[src/shared/sdcr_pkg.sv]
// Purpose: shared constants and types of the sound demodulator config registers
// Assumes: one 8-bit subaddress space, byte writes from the i2c slave front end
// Notes: field positions are bit indices within each register byte
package sdcr_pkg;
   // subaddresses
   localparam logic [7:0] SA_MON_SEL = 8'h02;
   localparam logic [7:0] SA_C1_HI = 8'h03;
   localparam logic [7:0] SA_C1_LO = 8'h05;
   localparam logic [7:0] SA_C2_HI = 8'h06;
   localparam logic [7:0] SA_C2_LO = 8'h08;
   localparam logic [7:0] SA_DCONF = 8'h09;
   // byte position within a frequency word, high byte first
   localparam logic [1:0] IDX_HI = 2'h0;
   localparam logic [1:0] IDX_MID = 2'h1;
   localparam logic [1:0] IDX_LO = 2'h2;
   // reset values
   localparam logic [7:0] MON_SEL_RESET = 8'h00;
   localparam logic [7:0] DCONF_RESET = 8'h00;
   localparam logic [23:0] FREQ_RESET = 24'h000000;
   // monitor select fields
   localparam int MON_PEAK_BIT = 7;
   localparam int MON_CH_LSB = 3;
   localparam int MON_SRC_LSB = 0;
   // demodulator config fields
   localparam int DC_ID_LSB = 6;
   localparam int DC_AREA_BIT = 5;
   localparam int DC_FBW_HI_BIT = 4;
   localparam int DC_CH2_LSB = 2;
   localparam int DC_FBW_LO_BIT = 1;
   localparam int DC_CH1_BIT = 0;
   // clock rates in khz; mixer step per tick is word / 2**FREQ_BITS
   localparam logic [16:0] REF_CLK_KHZ = 17'h09c40;
   localparam logic [16:0] MIX_CLK_KHZ = 17'h03000;
   localparam int FREQ_BITS = 24;
   // field codes
   typedef enum logic [1:0] {SRC_DC, SRC_MAGPH, SRC_PATH, SRC_NICAM} sdcr_src_e;
   typedef enum logic [1:0] {CHAN_AVG, CHAN_ONE, CHAN_TWO, CHAN_RSVD} sdcr_chan_e;
   typedef enum logic [1:0] {CH2_FM, CH2_AM, CH2_NICAM, CH2_RSVD} sdcr_ch2_e;
   typedef enum logic [1:0] {ID_SLOW, ID_MEDIUM, ID_FAST, ID_OFF} sdcr_ident_e;
   typedef enum logic [1:0] {FBW_NARROW, FBW_XWIDE, FBW_MEDIUM, FBW_WIDE} sdcr_fbw_e;
endpackage

[src/core/sdcr_freq_word.sv]
// Purpose: one 24-bit carrier frequency word with staged bytes and a phase accumulator
// Assumes: bytes arrive high, mid, low within one transfer
// Notes: the live word only changes on the low byte of a complete set
module sdcr_freq_word
   import sdcr_pkg::*;
(
   // clock and reset
   input wire logic clk,
   input wire logic rst_n,
   // byte writes
   input wire logic wr_en,
   input wire logic [1:0] wr_idx,
   input wire logic [7:0] wr_data,
   input wire logic xfer_end,
   // mixer rate enable
   input wire logic mix_tick,
   // results
   output logic [23:0] word_q,
   output logic [23:0] phase_q
);
   typedef struct packed {
      logic [7:0] hi;
      logic [7:0] mid;
      logic got_hi;
      logic got_mid;
      logic [23:0] word;
      logic [23:0] phase;
   } sdcr_fw_s;
   sdcr_fw_s q, d;

   // staging and commit; partial sets never reach the mixer
   always_comb begin
      d = q;
      if (mix_tick) begin
         d.phase = q.phase + q.word;
      end
      if (wr_en) begin
         if (wr_idx == IDX_HI) begin
            d.hi = wr_data;
            d.got_hi = 1'b1;
            d.got_mid = 1'b0;
         end else if (wr_idx == IDX_MID) begin
            d.mid = wr_data;
            d.got_mid = q.got_hi;
         end else if (wr_idx == IDX_LO) begin
            if (q.got_hi && q.got_mid) begin
               d.word = {q.hi, q.mid, wr_data};
            end
            d.got_hi = 1'b0;
            d.got_mid = 1'b0;
         end
      end
      // early stop drops whatever was staged
      if (xfer_end) begin
         d.got_hi = 1'b0;
         d.got_mid = 1'b0;
      end
   end

   // state register
   always_ff @(posedge clk or negedge rst_n) begin
      if (!rst_n) begin
         q <= '0;
         q.word <= FREQ_RESET;
      end else begin
         q <= d;
      end
   end

   assign word_q = q.word;
   assign phase_q = q.phase;
endmodule

[src/core/sdcr_monitor.sv]
// Purpose: monitor tap selection, channel combination, last sample and peak capture
// Assumes: all taps share one sample strobe
// Notes: peak is a rectified magnitude, cleared after each read-out
module sdcr_monitor
   import sdcr_pkg::*;
#(
   parameter int SW = 16
)
(
   // clock and reset
   input wire logic clk,
   input wire logic rst_n,
   // selection
   input wire logic [7:0] sel,
   input wire logic ch1_am,
   input wire logic ch2_am,
   // taps
   input wire logic samp_valid,
   input wire logic signed [SW-1:0] dc1,
   input wire logic signed [SW-1:0] dc2,
   input wire logic signed [SW-1:0] ph1,
   input wire logic signed [SW-1:0] ph2,
   input wire logic signed [SW-1:0] mag1,
   input wire logic signed [SW-1:0] mag2,
   input wire logic signed [SW-1:0] path1,
   input wire logic signed [SW-1:0] path2,
   input wire logic signed [SW-1:0] nicam1,
   input wire logic signed [SW-1:0] nicam2,
   // read-out
   input wire logic read_done,
   output logic [SW-1:0] mon_q
);
   if (SW < 4) begin : g_bad_width
      $error("sample width too small");
   end

   typedef struct packed {
      logic [SW-1:0] last;
      logic [SW-1:0] peak;
      logic [SW-1:0] out;
   } sdcr_mon_s;
   sdcr_mon_s q, d;
   logic signed [SW-1:0] t1, t2, v;
   logic signed [SW:0] sum;
   logic [SW-1:0] mag;

   // tap choice; magnitude in am, differentiated phase in fm
   always_comb begin
      case (sdcr_src_e'(sel[MON_SRC_LSB+:2]))
         SRC_DC: begin
            t1 = dc1;
            t2 = dc2;
         end
         SRC_MAGPH: begin
            t1 = ch1_am ? mag1 : ph1;
            t2 = ch2_am ? mag2 : ph2;
         end
         SRC_PATH: begin
            t1 = path1;
            t2 = path2;
         end
         default: begin
            t1 = nicam1;
            t2 = nicam2;
         end
      endcase
      sum = {t1[SW-1], t1} + {t2[SW-1], t2};
      case (sdcr_chan_e'(sel[MON_CH_LSB+:2]))
         CHAN_AVG: v = sum[SW:1];
         CHAN_ONE: v = t1;
         default: v = t2;
      endcase
      mag = v[SW-1] ? (~v + 1'b1) : v;
   end

   // capture; a sample in the clearing cycle seeds the new peak
   always_comb begin
      d = q;
      if (read_done) begin
         d.peak = '0;
      end
      if (samp_valid) begin
         d.last = v;
         if (mag > d.peak) begin
            d.peak = mag;
         end
      end
      d.out = sel[MON_PEAK_BIT] ? d.peak : d.last;
   end

   // state register
   always_ff @(posedge clk or negedge rst_n) begin
      if (!rst_n) begin
         q <= '0;
      end else begin
         q <= d;
      end
   end

   assign mon_q = q.out;
endmodule

[src/core/sdcr_regs.sv]
// Purpose: write-side control registers of the tv sound demodulator, subaddresses 2 to 9
// Assumes: an i2c slave front end delivers byte writes and transfer-end pulses
// Notes: registers are write only; the monitor value is the read-back path
module sdcr_regs
   import sdcr_pkg::*;
#(
   parameter int SW = 16
)
(
   // clock and reset
   input wire logic ref_clk,
   input wire logic resetn,
   // byte write port from the i2c slave
   input wire logic reg_wr,
   input wire logic [7:0] reg_subaddr,
   input wire logic [7:0] reg_wdata,
   input wire logic xfer_end,
   // monitor read-out done pulse from the i2c slave
   input wire logic mon_read_done,
   // demodulator taps
   input wire logic samp_valid,
   input wire logic signed [SW-1:0] dc1,
   input wire logic signed [SW-1:0] dc2,
   input wire logic signed [SW-1:0] ph1,
   input wire logic signed [SW-1:0] ph2,
   input wire logic signed [SW-1:0] mag1,
   input wire logic signed [SW-1:0] mag2,
   input wire logic signed [SW-1:0] path1,
   input wire logic signed [SW-1:0] path2,
   input wire logic signed [SW-1:0] nicam1,
   input wire logic signed [SW-1:0] nicam2,
   // register images
   output logic [7:0] monitor_select,
   output logic [7:0] demod_config,
   // decoded configuration
   output logic [1:0] ident_speed,
   output logic ident_region,
   output logic ident_reset,
   output logic [1:0] filter_width,
   output logic [1:0] second_carrier_mode,
   output logic first_carrier_am_select,
   // mixer control
   output logic mix_tick,
   output logic [23:0] carrier_one_freq,
   output logic [23:0] carrier_two_freq,
   output logic [23:0] carrier_one_phase,
   output logic [23:0] carrier_two_phase,
   // monitor read-back
   output logic [SW-1:0] mon_value
);
   if (MIX_CLK_KHZ >= REF_CLK_KHZ) begin : g_bad_rate
      $error("mixer rate must be below the reference clock");
   end
   // the monitor's averaging and magnitude need a few bits of headroom
   if (SW < 4) begin : g_bad_sw
      $error("sample width too small for the monitor");
   end

   typedef struct packed {
      logic [7:0] mon_sel;
      logic [7:0] dconf;
      logic ident_rst;
      logic [16:0] frac;
      logic tick;
   } sdcr_top_s;
   sdcr_top_s q, d;

   logic rst_meta_q, rst_n_q;
   logic c1_wr, c2_wr;
   logic [1:0] c1_idx, c2_idx;
   logic [16:0] frac_sum;

   // reset release through two flops; assertion stays asynchronous
   always_ff @(posedge ref_clk or negedge resetn) begin
      if (!resetn) begin
         rst_meta_q <= 1'b0;
         rst_n_q <= 1'b0;
      end else begin
         rst_meta_q <= 1'b1;
         rst_n_q <= rst_meta_q;
      end
   end

   // frequency byte routing by subaddress range
   always_comb begin
      c1_wr = 1'b0;
      c2_wr = 1'b0;
      c1_idx = 2'(reg_subaddr - SA_C1_HI);
      c2_idx = 2'(reg_subaddr - SA_C2_HI);
      if (reg_wr && reg_subaddr >= SA_C1_HI && reg_subaddr <= SA_C1_LO) begin
         c1_wr = 1'b1;
      end else if (reg_wr && reg_subaddr >= SA_C2_HI && reg_subaddr <= SA_C2_LO) begin
         c2_wr = 1'b1;
      end
   end

   // byte registers and fractional mixer-rate divider
   always_comb begin
      d = q;
      // unused subaddresses are ignored; no reply needed on a write-only map
      if (reg_wr && reg_subaddr == SA_MON_SEL) begin
         d.mon_sel = reg_wdata;
      end else if (reg_wr && reg_subaddr == SA_DCONF) begin
         d.dconf = reg_wdata;
      end
      d.ident_rst = (d.dconf[DC_ID_LSB+:2] == ID_OFF);
      // 40 mhz to 12.288 mhz average rate, jitter of one reference cycle
      frac_sum = q.frac + MIX_CLK_KHZ;
      if (frac_sum >= REF_CLK_KHZ) begin
         d.frac = frac_sum - REF_CLK_KHZ;
         d.tick = 1'b1;
      end else begin
         d.frac = frac_sum;
         d.tick = 1'b0;
      end
   end

   // state register
   always_ff @(posedge ref_clk or negedge rst_n_q) begin
      if (!rst_n_q) begin
         q <= '0;
         q.mon_sel <= MON_SEL_RESET;
         q.dconf <= DCONF_RESET;
      end else begin
         q <= d;
      end
   end

   // outputs are slices of the state flops
   assign monitor_select = q.mon_sel;
   assign demod_config = q.dconf;
   assign ident_speed = q.dconf[DC_ID_LSB+:2];
   assign ident_region = q.dconf[DC_AREA_BIT];
   assign ident_reset = q.ident_rst;
   assign filter_width = {q.dconf[DC_FBW_HI_BIT], q.dconf[DC_FBW_LO_BIT]};
   assign second_carrier_mode = q.dconf[DC_CH2_LSB+:2];
   assign first_carrier_am_select = q.dconf[DC_CH1_BIT];
   assign mix_tick = q.tick;

   // first sound carrier
   sdcr_freq_word u_carrier_one (
      .clk(ref_clk),
      .rst_n(rst_n_q),
      .wr_en(c1_wr),
      .wr_idx(c1_idx),
      .wr_data(reg_wdata),
      .xfer_end(xfer_end),
      .mix_tick(q.tick),
      .word_q(carrier_one_freq),
      .phase_q(carrier_one_phase)
   );

   // second fm carrier or nicam carrier, same format
   sdcr_freq_word u_carrier_two (
      .clk(ref_clk),
      .rst_n(rst_n_q),
      .wr_en(c2_wr),
      .wr_idx(c2_idx),
      .wr_data(reg_wdata),
      .xfer_end(xfer_end),
      .mix_tick(q.tick),
      .word_q(carrier_two_freq),
      .phase_q(carrier_two_phase)
   );

   // monitor tap; first peak after a source change may be stale
   sdcr_monitor #(
      .SW(SW)
   ) u_monitor (
      .clk(ref_clk),
      .rst_n(rst_n_q),
      .sel(q.mon_sel),
      .ch1_am(q.dconf[DC_CH1_BIT]),
      .ch2_am(q.dconf[DC_CH2_LSB+:2] == CH2_AM),
      .samp_valid(samp_valid),
      .dc1(dc1),
      .dc2(dc2),
      .ph1(ph1),
      .ph2(ph2),
      .mag1(mag1),
      .mag2(mag2),
      .path1(path1),
      .path2(path2),
      .nicam1(nicam1),
      .nicam2(nicam2),
      .read_done(mon_read_done),
      .mon_q(mon_value)
   );
endmodule

[config.mk]
export PLATFORM = sky130hd
export DESIGN_NAME = sdcr_regs
export DESIGN_NICKNAME = d
export VERILOG_FILES = /design/src/shared/sdcr_pkg.sv /design/src/core/sdcr_freq_word.sv /design/src/core/sdcr_monitor.sv /design/src/core/sdcr_regs.sv
export SDC_FILE = /design/constraint.sdc
export NUM_CORES = 1
export LEC_CHECK = 0
export BUFFER_PORTS_ARGS = -buffer_cell sky130_fd_sc_hd__buf_2
export CORE_MARGIN = 1
export CORE_UTILIZATION = 50
export DETAILED_ROUTE_END_ITERATION = 8
export PLACE_DENSITY = 0.74
export SETUP_SLACK_MARGIN = 0.05
export SYNTH_ARGS = -nofsm -noshare
export SYNTH_HDL_FRONTEND = slang
export SYNTH_HIERARCHICAL = 1
export SYNTH_SLANG_ARGS = --single-unit
[constraint.sdc]
create_clock -name ref_clk -period 5.9 [get_ports ref_clk]
set_input_delay 1.18 -clock ref_clk [delete_from_list [all_inputs] [get_ports ref_clk]]
set_output_delay 1.18 -clock ref_clk [all_outputs]
set_load 0.01 [all_outputs]
==> impl_metrics.csv <==
group,metric,value,unit
route,drc_errors,0,
setup_path,max_stage_delay,0.52,ns
setup_path,path_depth,23,
sta,rsz0062_at_grt,"true",
setup_path,crit_type,"register to register",
sta,relSlewSlack,0.296,
sta,drv_slew,0,
sta,postLayoutSetupSlackWorst,-0.0916,ns
sta,fin_skew,0.0218,ns
finish,final_util,0.639,
sta,tns,-0.634,ns
synth,synthesis.area,15400,um2
setup_path,crit_chain,"nor2b_4, buf_12, mux2_4, mux4_2, ha_4, o211ai_1, or4_4, buf_6, o21a_1, o31a_4, buf_4, a31oi_4, xor2_1, inv_1, ha_1, or3_1, o21ai_0, a21oi_1, a311oi_2, nor2_2, o2111a_1, or3_4, mux2_4",
sta,setup_viol_count_final,13,
route,ant_nets,0,
placement,io_buffers,319,
setup_path,r2r_slack,-0.09,ns
floorplan,row_count,63,
cts,cts_root_buf,"clkbuf_16",
power,ir_drop,0.214,mV
route,dr.pass1.iters,7,
setup_path,worstSetupEndpointType,"register",
setup_path,cp_data_arrival_time,6.41,ns
synth,yosysUniqueCellTypes,100,
global_routing,antenna_found_initial,1,
global_routing,gr-total-overflow,0,
placement,dpl.hpwl,33.0,mm
global_routing,grt_max_degree,164,
route,wirelength,44.9,mm
sta,period_needed,5.99,ns
sta,whs,0.346,ns
cts,cts_max_level,1,
synth,synth_fa_ha_area_frac,0.0736,
global_routing,grt_first_pass_wirelength,68.4,mm
finish,area_delta_synth_final,24.3,%
synth,ys_ff_latch,211,
sta,timing.fmax,167,MHz
global_routing,grt.total_usage,0.275,
placement,pre_cts_ws,-0.741,ns
route,first_iter_violations,800,
floorplan,die_h,178,um
synth,synthTopCellsByCount,"dfrtp_1, nand2_1, mux2_2",
cts,clk_pin_slew,0.06,ns
synth,synth-edff-count,0,
setup_path,crit_family,"simple AND/OR/NAND/NOR gates",
global_routing,grt_pass1_vias,12800,
setup_path,rr_endpoint,"u_monitor/mon_q[10]$_DFF_PN0_",
floorplan,core_area,30000,um2
synth,synthMuxAreaShare,0.173,
synth,ys.flop_type,"dfrtp_1",
synth,async_flop_share,1.00,
cts,cts_max_path_buffers,3,
setup_path,cp-endpoint,"u_monitor/mon_q[10]$_DFF_PN0_",
power,p_per_area,271,nW/um2
synth,netlist.area_leader.share,0.342,
floorplan,initial_core_util,0.514,
synth,synth_area_leaders,"dfrtp_1, mux2_2, ha_1",
floorplan,die_area,31600,um2
finish,nets,2145,
sta,hold_viol,0,
synth,yosysWarningCount,6,
synth,ys_seq_area_frac,0.342,
placement,gp_routability_congestion,0.941,
setup_path,cp_max_fo,6,
power,p_total,5.20,mW
setup_path,crit_buf_inv,4,
setup_path,cp.required,6.32,ns
synth,synth_xor_area_frac,0.0335,
synth,syn-num-nets,1817,
synth,synthSimpleGateAreaFrac,0.127,
cts,clk_latency,0.55,ns
synth,yosysTopAreaCell,"dfrtp_1",
setup_path,cp_slowest_cell,"mux4_2",
cts,tritoncts,"built",
cts,clock_sinks,211,
setup_path,ff2ff_path_depth,23,
route,vias,13200,
route,wire_per_inst,19.7,um
synth,synth_compound_area_frac,0.154,
synth,syn_avg_cell_area,9.98,um2
worst_hold_path,worstHoldPathType,"register to register",
outcome,violations,"setup timing",
route,vias_per_cell,5.77,
floorplan,pin_count,320,
sta,tightestPinTransition,1.06,ns
setup_path,reg2reg_from,"demod_config[3]$_DFFE_PN0P_",
job,maxCapViolCount,0,
power,cellLeakagePower,9.54,nW
sta,fin_crit_sh,1.02,
setup_path,start_kind,"register",
floorplan,die_x,178,um
setup_path,cp-startpoint,"demod_config[3]$_DFFE_PN0P_",
finish,drive_above_1_share,0.449,
synth,synth_top_family_by_area,"multiplexers",
cts,cts_made_buffers,25,
setup_path,path_common_cell,"mux2_4",
outcome,run_status,"finished with violations",
synth,syn_inst,1546,
synth,synth_most_common_cell,"dfrtp_1",
per-stage QoR:
step                instance area [um2]  instances
detailed placement                17500       2198
CTS                               18500       2251
global placement                  17500       2198
finish                            19200       2282
floorplan                         15600       1546
global route                      19200       2282
worst reg2reg max path, cell delays in order, from the launching register on:
cell,delay (ns)
dfrtp_1,0.40
nor2b_4,0.18
buf_12,0.16
mux2_4,0.30
mux4_2,0.52
ha_4,0.33
o211ai_1,0.12
or4_4,0.49
buf_6,0.16
o21a_1,0.20
o31a_4,0.32
buf_4,0.17
a31oi_4,0.17
xor2_1,0.23
inv_1,0.09
ha_1,0.23
or3_1,0.35
o21ai_0,0.09
a21oi_1,0.09
a311oi_2,0.36
nor2_2,0.13
o2111a_1,0.14
or3_4,0.39
mux2_4,0.26
registers in the layout, indices dropped and copies added, names as in the netlist:
signal                 flops
u_monitor/mon_q           16
u_carrier_one/q           18
u_monitor/q               32
u_carrier_one/word_q      24
u_carrier_two/q           18
mix_tick                   1
ident_reset                1
u_carrier_two/word_q      24
q                         11
u_carrier_one/phase_q     24
u_carrier_two/phase_q     24
rst_n_q                    1
monitor_select             8
demod_config               8
rst_meta_q                 1
where the power goes:
group          switching, mW  internal (mW)
combinational          0.950           1.05
clock                  0.622          0.966
sequential            0.0471           1.56
total                   1.62           3.58
final cells by class:
cell class | count | area, um2
antenna | 1 | 2.50
clock buffer | 37 | 711
clock inverter | 7 | 129
fill | 2464 | 10900
inverter | 38 | 143
multi-input combinational | 1099 | 9280
sequential | 211 | 5290
tap | 390 | 488
timing repair buffer | 499 | 3140
cells in the final DEF (no fill, tap or decap), types with 7 or more instances in the layout:
cell type	synthesis	final
buf_2	9	319
dfrtp_1	211	208
buf_4	136	157
nand2_1	151	150
mux2_2	142	132
a21oi_1	92	86
nor2_1	91	83
ha_1	86	78
o21ai_0	50	42
inv_1	35	34
xnor2_1	30	29
mux2_4	18	29
a21o_1	29	29
xor2_1	29	28
clkbuf_16	0	27
mux4_2	27	27
nand2b_1	22	22
nand3_1	22	21
nor3_1	26	19
o21a_1	19	18
nand4_1	17	17
o211ai_1	15	15
mux2i_1	16	12
a31oi_1	15	12
buf_6	10	11
a21oi_2	5	11
a211oi_1	14	10
nor2b_1	12	10
o22ai_1	11	8
clkbuf_1	39	8
and2_1	8	8
nor2_2	0	8
buf_12	0	7
nor3_2	0	7
ha_4	0	7
metal layers:
| layer | track usage | up-vias | wire length [um] |
|---|---|---|---|
| met2 | 0.468 | 506 | 21600 |
| met3 | 0.0465 | 102 | 2930 |
| met4 | 0.103 | 0 | 1590 |
| li1 | - | 6153 | - |
| met1 | 0.349 | 6417 | 18700 |
| met5 | 0 | - | 0 |
kinds of logic (layout without fill, tap and decap cells):
family | after synthesis | after routing
DFF | 211 | 211
buffers and inverters | 236 | 581
muxes | 206 | 206
and+or+nand+nor | 407 | 407
other | 1 | 2
AOI/OAI and AO/OA | 337 | 337
xor gates and xnor gates | 59 | 59
adders and majority gates | 89 | 89
worst min-delay path by stage:
stage | from | endpoint | slack, ns | cells past startpoint
after global placement | rst_meta_q$_DFF_PN0_ | rst_n_q$_DFF_PN0_ | 0.34 | 0
after detailed placement | rst_meta_q$_DFF_PN0_ | rst_n_q$_DFF_PN0_ | 0.34 | 0
final | rst_meta_q$_DFF_PN0_ | rst_n_q$_DFF_PN0_ | 0.35 | 0
after CTS | rst_meta_q$_DFF_PN0_ | rst_n_q$_DFF_PN0_ | 0.35 | 0
after floorplan | rst_meta_q$_DFF_PN0_ | rst_n_q$_DFF_PN0_ | 0.33 | 0
after global routing | rst_meta_q$_DFF_PN0_ | rst_n_q$_DFF_PN0_ | 0.37 | 0
repair_timing:
action,CTS,global route
setup endpoints to repair,22,32
pin swaps,6,31
buffers inserted,8,29
gates resized for setup,20,82
cloned,1,4
hold buffers,0,0
Power figures use the tool's default switching activity.
